### src/hdl/pira_defs.svh
// Register numbers, control-byte field positions, reset values and codes
`ifndef PIRA_DEFS_SVH
`define PIRA_DEFS_SVH

// Control-byte fields
`define PIRA_CTRL_REG_BIT    7
`define PIRA_CTRL_WR_BIT     6
`define PIRA_CTRL_NUM_MSB    5
`define PIRA_CTRL_NUM_LSB    0

// Register numbers
`define PIRA_REG_UNLOCK      6'h1F
`define PIRA_REG_FEATURE     6'h20

// Code word values
`define PIRA_UNLOCK_CODE     16'h1235
`define PIRA_LOCK_CODE       16'h0000

// Reset values
`define PIRA_UNLOCK_RESET    16'h0000
`define PIRA_FEATURE_RESET   16'h0000
`define PIRA_STATUS_RESET    8'h00
`define PIRA_WORD_RESET      16'h0000

// Feature bit positions
`define PIRA_FEAT_DC_BYPASS  4

`endif

### src/hdl/pira_pkg.sv
// Types shared by the register access block
package pira_pkg;

   typedef enum logic [1:0] {
      PIRA_IDLE,
      PIRA_READ,
      PIRA_WRITE
   } pira_access_e;

   typedef logic [15:0] pira_word_t;

endpackage : pira_pkg

### src/hdl/pira_decode.sv
// Control-byte decoder: classifies the cyclic exchange
`timescale 1ns/10ps
`include "pira_defs.svh"

module pira_decode
(
   input  wire logic [7:0]           ctrl_byte,
   output pira_pkg::pira_access_e    access,
   output logic      [5:0]           reg_num,
   output logic      [7:0]           ack_byte
);

   ////////////////////////////////////////////////////////////////////////////
   // Top bit switches to register mode, bit six picks direction
   always_comb
   begin
      reg_num = ctrl_byte[`PIRA_CTRL_NUM_MSB:`PIRA_CTRL_NUM_LSB];
      if (!ctrl_byte[`PIRA_CTRL_REG_BIT])
         access = pira_pkg::PIRA_IDLE;
      else if (ctrl_byte[`PIRA_CTRL_WR_BIT])
         access = pira_pkg::PIRA_WRITE;
      else
         access = pira_pkg::PIRA_READ;
      // Write receipt drops bit six, read receipt is the plain echo
      ack_byte = ctrl_byte;
      ack_byte[`PIRA_CTRL_WR_BIT] = 1'b0;
   end

endmodule : pira_decode

### src/hdl/pira_regs.sv
// Code word and feature registers with write protection
`timescale 1ns/10ps
`include "pira_defs.svh"

module pira_regs
(
   input  wire logic                 ref_clk,
   input  wire logic                 reset,
   input  wire logic                 wr_en,
   input  wire logic [5:0]           wr_num,
   input  wire pira_pkg::pira_word_t wr_data,
   output pira_pkg::pira_word_t      unlock_ff,
   output pira_pkg::pira_word_t      feature_ff,
   output logic                      unlocked
);

   ////////////////////////////////////////////////////////////////////////////
   // Only the exact code unlocks; anything else, 0x0000 included, locks
   assign unlocked = (unlock_ff == `PIRA_UNLOCK_CODE);

   // Code word register is always writable
   always_ff @(posedge ref_clk or posedge reset)
   begin
      if (reset)
         unlock_ff <= `PIRA_UNLOCK_RESET;
      else if (wr_en && wr_num == `PIRA_REG_UNLOCK)
         unlock_ff <= wr_data;
   end

   // Feature register needs the unlock code; default keeps the DC filter in
   always_ff @(posedge ref_clk or posedge reset)
   begin
      if (reset)
         feature_ff <= `PIRA_FEATURE_RESET;
      else if (wr_en && unlocked && wr_num == `PIRA_REG_FEATURE)
         feature_ff <= wr_data;
   end

endmodule : pira_regs

### src/hdl/pira_top.sv
// Process-image register access: control/status byte exchange
// How it works
// Control bit 7 selects register communication
// Control bit 6 set writes, cleared reads
// Low six bits give register number
// Write receipt is control byte minus bit6
// Read receipt echoes control byte unchanged
// Input word invalid after a write
// Output word ignored during reads
// Write stores output word into register
// Code word register reads back held value
// Writing 0x0000 to code word locks
// Feature register 32 reads its contents
// DC filter on by default, bit4 disables
// Only 0x1235 unlocks other user registers
// Written settings apply after restart only; here reset also clears the feature register, so a written bypass never applies
// Feature bit4 set bypasses DC filter
// Host holds request until receipt appears
`timescale 1ns/10ps
`include "pira_defs.svh"

module pira_top
(
   input  wire logic                 ref_clk,
   input  wire logic                 reset,
   input  wire logic [7:0]           ctrl_byte,
   input  wire pira_pkg::pira_word_t host_out_word,
   input  wire pira_pkg::pira_word_t process_word,
   output logic      [7:0]           status_byte_ff,
   output pira_pkg::pira_word_t      terminal_in_word_ff,
   output logic                      dc_filter_bypass_ff,
   output logic                      write_unlocked_ff
);

   pira_pkg::pira_access_e access;
   logic [5:0]             reg_num;
   logic [7:0]             ack_byte;
   logic                   wr_en;
   logic                   unlocked;
   pira_pkg::pira_word_t   unlock_val;
   pira_pkg::pira_word_t   feature_val;
   pira_pkg::pira_word_t   nxt_in_word;
   logic [7:0]             last_ctrl_ff;
   logic                   boot_done_ff;

   ////////////////////////////////////////////////////////////////////////////
   // Control-byte decode
   pira_decode u_decode
   (
      .ctrl_byte (ctrl_byte),
      .access    (access),
      .reg_num   (reg_num),
      .ack_byte  (ack_byte)
   );

   ////////////////////////////////////////////////////////////////////////////
   // One write per new control byte; host holds it until receipt
   always_ff @(posedge ref_clk or posedge reset)
   begin
      if (reset)
         last_ctrl_ff <= `PIRA_STATUS_RESET;
      else
         last_ctrl_ff <= ctrl_byte;
   end

   assign wr_en = (access == pira_pkg::PIRA_WRITE) && (ctrl_byte != last_ctrl_ff);

   ////////////////////////////////////////////////////////////////////////////
   // Register storage
   pira_regs u_regs
   (
      .ref_clk    (ref_clk),
      .reset      (reset),
      .wr_en      (wr_en),
      .wr_num     (reg_num),
      .wr_data    (host_out_word),
      .unlock_ff  (unlock_val),
      .feature_ff (feature_val),
      .unlocked   (unlocked)
   );

   ////////////////////////////////////////////////////////////////////////////
   // Receipt byte; in process-data mode the status shows zero
   always_ff @(posedge ref_clk or posedge reset)
   begin
      if (reset)
         status_byte_ff <= `PIRA_STATUS_RESET;
      else if (access == pira_pkg::PIRA_WRITE)
         status_byte_ff <= ack_byte;
      else if (access == pira_pkg::PIRA_READ)
         status_byte_ff <= ctrl_byte;
      else
         status_byte_ff <= `PIRA_STATUS_RESET;
   end

   ////////////////////////////////////////////////////////////////////////////
   // Input word source; reads never look at host_out_word
   always_comb
   begin
      nxt_in_word = `PIRA_WORD_RESET;
      case (access)
         pira_pkg::PIRA_READ:
         begin
            if (reg_num == `PIRA_REG_UNLOCK)
               nxt_in_word = unlock_val;
            else if (reg_num == `PIRA_REG_FEATURE)
               nxt_in_word = feature_val;
            else
               nxt_in_word = `PIRA_WORD_RESET;
         end
         pira_pkg::PIRA_WRITE:
            nxt_in_word = `PIRA_WORD_RESET;
         pira_pkg::PIRA_IDLE:
            nxt_in_word = process_word;
         default:
            nxt_in_word = `PIRA_WORD_RESET;
      endcase
   end

   // Registered input word
   always_ff @(posedge ref_clk or posedge reset)
   begin
      if (reset)
         terminal_in_word_ff <= `PIRA_WORD_RESET;
      else
         terminal_in_word_ff <= nxt_in_word;
   end

   ////////////////////////////////////////////////////////////////////////////
   // Feature bit copied once after reset release, but reset also clears the feature register, so the copy is always 0
   // and a written bypass never acts; reset stands in for the power cycle
   always_ff @(posedge ref_clk or posedge reset)
   begin
      if (reset)
      begin
         boot_done_ff        <= 1'b0;
         dc_filter_bypass_ff <= 1'b0;
      end
      else if (!boot_done_ff)
      begin
         boot_done_ff        <= 1'b1;
         dc_filter_bypass_ff <= feature_val[`PIRA_FEAT_DC_BYPASS];
      end
   end

   // Lock state for the measurement side
   always_ff @(posedge ref_clk or posedge reset)
   begin
      if (reset)
         write_unlocked_ff <= 1'b0;
      else
         write_unlocked_ff <= unlocked;
   end

endmodule : pira_top

### config.mk
export PLATFORM = sky130hd
export DESIGN_NAME = pira_top
export DESIGN_NICKNAME = d
export VERILOG_FILES = /design/src/hdl/pira_pkg.sv /design/src/hdl/pira_decode.sv /design/src/hdl/pira_regs.sv /design/src/hdl/pira_top.sv
export VERILOG_INCLUDE_DIRS = /design/src /design/src/hdl
export SDC_FILE = /design/constraint.sdc
export NUM_CORES = 1
export LEC_CHECK = 0
export ABC_AREA = 1
export ABC_CLOCK_PERIOD_IN_PS = 2100
export CAP_MARGIN = 20
export CORE_ASPECT_RATIO = 0.7
export CORE_UTILIZATION = 62
export DETAILED_ROUTE_END_ITERATION = 7
export DONT_BUFFER_PORTS = 1
export PLACE_DENSITY = 0.86
export SLEW_MARGIN = 20
export SYNTH_ARGS = -nofsm -noshare
export SYNTH_HDL_FRONTEND = slang
export SYNTH_SLANG_ARGS = --single-unit
### constraint.sdc
create_clock -name ref_clk -period 2.1 [get_ports ref_clk]
set_clock_uncertainty 0.1 [all_clocks]
set_input_delay 0.105 -clock ref_clk [delete_from_list [all_inputs] [get_ports ref_clk]]
set_output_delay 0.105 -clock ref_clk [all_outputs]
set_load 0.02 [all_outputs]
### After elaboration in Yosys (flattened, before gate mapping)

Index checks and enable logic that the tools add are counted.

| operators by class | value |
|---|---|
| equality and inequality tests | 6 |
| muxes and demuxes | 7 |
| reduce and logical (&&, ||, !) cells | 5 |

Operator list:

| operator | number |
|---|---|
| 2-to-1 mux 16 bit | 2 |
| one-hot mux 16 bit (2 select lines) | 1 |
| equality test 16 x 13 -> 1 bit, second input constant | 1 |
| 2-to-1 mux 8 bit | 2 |
| inequality test 8 bit | 1 |
| equality test 6 x 5 -> 1 bit, second input constant | 1 |
| equality test 6 bit, second input constant | 1 |
| logical AND 1 bit | 4 |
| 2-to-1 mux 2 bit | 2 |
| equality test 2 x 1 -> 1 bit, second input constant | 1 |
| equality test 2 bit, second input constant | 1 |
| logical NOT 2 bit | 1 |

| word-level totals | value |
|---|---|
| register bits after elaboration | 67 |
| bits of input ports | 42 |
| output and inout port bits | 26 |
| logic and storage cells | 26 |

### Depth between registers and ports, before layout

| logic depth | value |
|---|---|
| depth after elaboration | 6 |
| gate-level depth with buffers | 10 |
| depth with buffers taken out | 9 |

### By module

A second synthesis with hierarchy kept.

| unflattened totals | value |
|---|---|
| cell total of the unflattened synthesis | 407 |
| area total of the unflattened synthesis | 3284.4 um^2 |

Modules (own cells, without submodules):

| module | times used | cells an instance | area each (um^2) | sequential area each (um^2) |
|---|---|---|---|---|
| pira_top | 1 | 220 | 1684.1 | 875.8 |
| pira_regs | 1 | 168 | 1473.9 | 800.8 |
| pira_decode | 1 | 19 | 126.4 | 0.0 |

### Worst setup path after synthesis

No wires, ideal clock.

| timing path | value |
|---|---|
| kind | register -> register |
| start | register u_regs.unlock_ff[1] |
| end | register u_regs.feature_ff[0] |
| setup time | 117 ps |
| arrival | 1206 ps |
| required time | 1883 ps |
| setup slack | 677 ps |
| stages on the path, launching flop included | 10 |
| buffers on the path | 1 |
| clock period less this slack | 1423 ps |
| cell sequence | dfrtp_1 nor2_1 nand2_1 nor2_1 nand2_2 nor2_8 nand3_4 buf_6 nand2_1 nand2_1 |

| on the way | value |
|---|---|
| word-level cells in the longest chain between the ends | 3 |

RTL lines:

| item | RTL line | source |
|---|---|---|
| from (decl) | pira_regs.sv:12 | `output pira_pkg::pira_word_t unlock_ff,` |
| from (signal assigned) | pira_regs.sv:25 | `` unlock_ff <= `PIRA_UNLOCK_RESET; `` |
| from (signal assigned) | pira_regs.sv:27 | `unlock_ff <= wr_data;` |
| equality test 16 x 13 -> 1 bit (no line) | - |  |
| logical AND 1 bit | pira_regs.sv:35 | `` else if (wr_en && unlocked && wr_num == `PIRA_REG_FEATURE) `` |
| logical AND 1 bit (no line) | - |  |
| to (signal assigned) | pira_regs.sv:34 | `` feature_ff <= `PIRA_FEATURE_RESET; `` |
| to (signal assigned) | pira_regs.sv:36 | `feature_ff <= wr_data;` |
| to (decl) | pira_regs.sv:13 | `output pira_pkg::pira_word_t feature_ff,` |

No other way between the ends.
A chain may end at the register's enable or synchronous reset.

### Worst setup path in the final report

| timing path | value |
|---|---|
| start | input port ctrl_byte[7] |
| end | register terminal_in_word_ff[3] |

| on the way | value |
|---|---|
| word-level cells in the longest chain between the ends | 3 |
| elaborated cells on any way between the ends | 4 |
| classes of those cells | 1 x eq/ne; 2 x mux; 1 x reduce/logical |

RTL lines:

| item | RTL line | source |
|---|---|---|
| from (decl) | pira_top.sv:26 | `input wire logic [7:0] ctrl_byte,` |
| 2-to-1 mux 2 bit (*) | pira_decode.sv:18 | `` if (!ctrl_byte[`PIRA_CTRL_REG_BIT]) `` |
| equality test 2 x 1 -> 1 bit or logical NOT 2 bit (tied branches) | pira_top.sv:101 | `case (access)` |
| one-hot mux 16 bit (2 select lines) (*) | pira_top.sv:101 |  |
| via nxt_in_word[3] | pira_top.sv:42 | `pira_pkg::pira_word_t nxt_in_word;` |
| to (signal assigned) | pira_top.sv:124 | `` terminal_in_word_ff <= `PIRA_WORD_RESET; `` |
| to (signal assigned) | pira_top.sv:126 | `terminal_in_word_ff <= nxt_in_word;` |
| to (decl) | pira_top.sv:30 | `output pira_pkg::pira_word_t terminal_in_word_ff,` |

Mark *: on every way through the listed nets, which the timed path passes. The rest lies on a longest branch.

==> metrics.cfg <==
[critical_path]
cp_num_cells=5
critical_path_class=input pin to flop
critical_path_required_ns=2.28
path_cells=dlygate4sd3_1 -> inv_2 -> nor2_1 -> nand2_1 -> nand2_1
critPathMaxStageDelay_ns=0.76
cp.arrival_ns=2.09
critPathTopFamily=simple AND/OR/NAND/NOR gates
crit_path_end_kind=flop
cp-start-kind=input pin
crit_path_frequent_cell=nand2_1
reg2reg_depth=8
cp.buffers_inverters=2
cp_slowest_cell=dlygate4sd3_1
path_max_fanout=17

[die]
dieArea_um2=5113
die_y_um=60.13
row_count=20
fp.coreArea_um2=4479
start_util=0.6682
dieWidth_um=85.04
num_io_pins=68

[placement]
port_buffers=0
dp.final_hpwl_um=4544
dp_cells=388
gp_congestion=0.8784

[cts]
ctsResizeCount=0
cts.sinks=67
numCtsBuffers=9
clockRootBuffer=clkbuf_8
clockBufferDepth=2
cts.hold.buffers_added=41
htree_levels=3
insertion_delay_ns=0.34
cts_setup_buffers=0
clk_pin_slew_ns=0.06
cts_tree=built

[timing]
rsz0062_at_grt=false
worst_pin_slew_ns=0.8969
timing.final.crit_share=0.9129
finalSetupViolations=0
slew_viol_final=0
finalHoldViolCount=0
fin_crit_ns=1.917
tns_ns=0
slew_headroom=0.3999
fmax_ghz=0.5216

[routing]
drc=0
route.detailed.wl_per_inst_um=17.43
vias=2585
wirelength_um=7739
drt_first_pass_iters=5
dr.first_iter.drc_count=384
ant_nets=0
vias_per_cell=5.822

[layout]
fin_nets=427
diodes=0
area_growth_pct=19.86
instances_no_fill=444
drive_gt1_frac=0.07969

[pwr]
peakVddDrop_mv=0.6046
p_per_area_nw_per_um2=749.7
power_mw=2.689
power_leakage_nw=1.837

[synthesis]
synth_largest_area_cell=dfrtp_1
syn_area_um2=2993
synth_fp_nets=387
async_flop_share=1.000
syn_inst=345
yosysSeqAreaShare=0.5602
yosysWarnings=0
synth.most_common_cell=nand2_1
synthTopCellsByCount=nand2_1, dfrtp_1, nand4_1
synthTopCellsByArea=dfrtp_1, nand2_1, nand4_1, inv_1, xnor2_1
synth_edf_count=0
synthFlopType=dfrtp_1
synth_seq_cells=67
yosysTopAreaCellShare=0.5602
synth.avg_cell_area_um2=8.675
netlist-cell-type-count=24

[global_routing]
grt_pass1_wl_um=12500
grt_use_total=0.3368
grt_overflow=0
antenna_found_initial=0
first_global_vias=2494
grt_max_degree=35

[hold_path]
hold_path_class=input pin to flop
holdPathStages=4

[run_status]
status=finished clean

[run]
maxCapViolCount=0

[area by class of cell]
type / instances / area [µm²]
flip-flops and latches: 67 / 1677
multi-input cells: 227 / 1072
fillers: 280 / 892.1
repair buffers: 46 / 447.9
clock buffers: 13 / 158.9
inverters: 34 / 127.6
well taps: 55 / 68.82
clock inverters: 2 / 35.03
[logic make-up (layout without fill, tap and decap cells)]
family                    after synthesis  count (layout)  share of synthesized area
xor gates and xnor gates                7               7                    0.02049
AOI/OAI and AO/OA                      17              17                    0.03010
other                                   2               2                   0.002509
DFF                                    67              67                     0.5602
and+or+nand+nor                       201             201                     0.3052
buffers and inverters                  51              95                    0.08152
[placed cells by master, fill, tap and decap left out]
cell | Yosys | final
nand2_1 | 146 | 146
dfrtp_1 | 67 | 67
dlygate4sd3_1 | 0 | 41
nand4_1 | 32 | 32
inv_1 | 30 | 29
nor2_1 | 14 | 14
clkbuf_8 | 0 | 11
o21ai_0 | 9 | 9
xnor2_1 | 7 | 7
buf_4 | 3 | 5
inv_2 | 3 | 4
o22ai_1 | 4 | 4
o21ai_1 | 4 | 4
nand3_4 | 3 | 3
nor2_2 | 2 | 2
conb_1 | 2 | 2
clkbuf_1 | 6 | 2
nand2_4 | 1 | 1
nand3_2 | 1 | 1
clkinv_1 | 1 | 1
nand2_2 | 1 | 1
nor2_8 | 1 | 1
clkinv_2 | 0 | 1
bufinv_16 | 0 | 1
[stage by stage]
| stage | instance area, µm² | hold slack (ns) | utilization | setup WS [ns] |
|---|---|---|---|---|
| detailed placement | 2983 | -0.09388 | 0.6659 | 0.3899 |
| CTS | 3587 | 0.01507 | 0.8008 | 0.2403 |
| global placement | 2983 | -0.09708 | 0.6659 | 0.4542 |
| finish | 3587 | 0.03962 | 0.8008 | 0.1830 |
| floorplan | 2993 | 0.03643 | - | 0.2118 |
| global route | 3587 | 0.04374 | 0.8008 | 0.1101 |
[flip-flops by register name, summed over array words and instances (netlist names)]
register             count
terminal_in_word_ff     16
u_regs.feature_ff       16
u_regs.unlock_ff        16
last_ctrl_ff             8
status_byte_ff           8
boot_done_ff             1
dc_filter_bypass_ff      1
write_unlocked_ff        1
[worst min-delay path, delay by kind of cell]
kind            cells  cell delay [ns]
simple gates        3             0.23
compound gates      1             0.11
[final timing paths]
path	slack (ns)	end	from
min	0.04	terminal_in_word_ff[5]	ctrl_byte[4]
max in group asynchronous	1.11	status_byte_ff[7]	reset
min reg2reg	0.37	u_regs.feature_ff[8]	u_regs.feature_ff[8]
min in group asynchronous	0.12	last_ctrl_ff[7]	reset
max reg2reg	0.27	u_regs.feature_ff[11]	u_regs.unlock_ff[13]
max	0.18	terminal_in_word_ff[3]	ctrl_byte[7]
[power by group]
| part | total [mW] | internal [mW] | switching, mW |
|---|---|---|---|
| Combinational | 0.222 | 0.0953 | 0.127 |
| Sequential | 1.42 | 1.35 | 0.0669 |
| Clock | 1.05 | 0.605 | 0.446 |
[routing by layer]
layer,share of wire,global-route usage
met5,0,0
met4,0.039,0.1550
met3,0.088,0.09254
met2,0.47,0.5472
met1,0.40,0.4297
(Power assumes the default switching activity.)
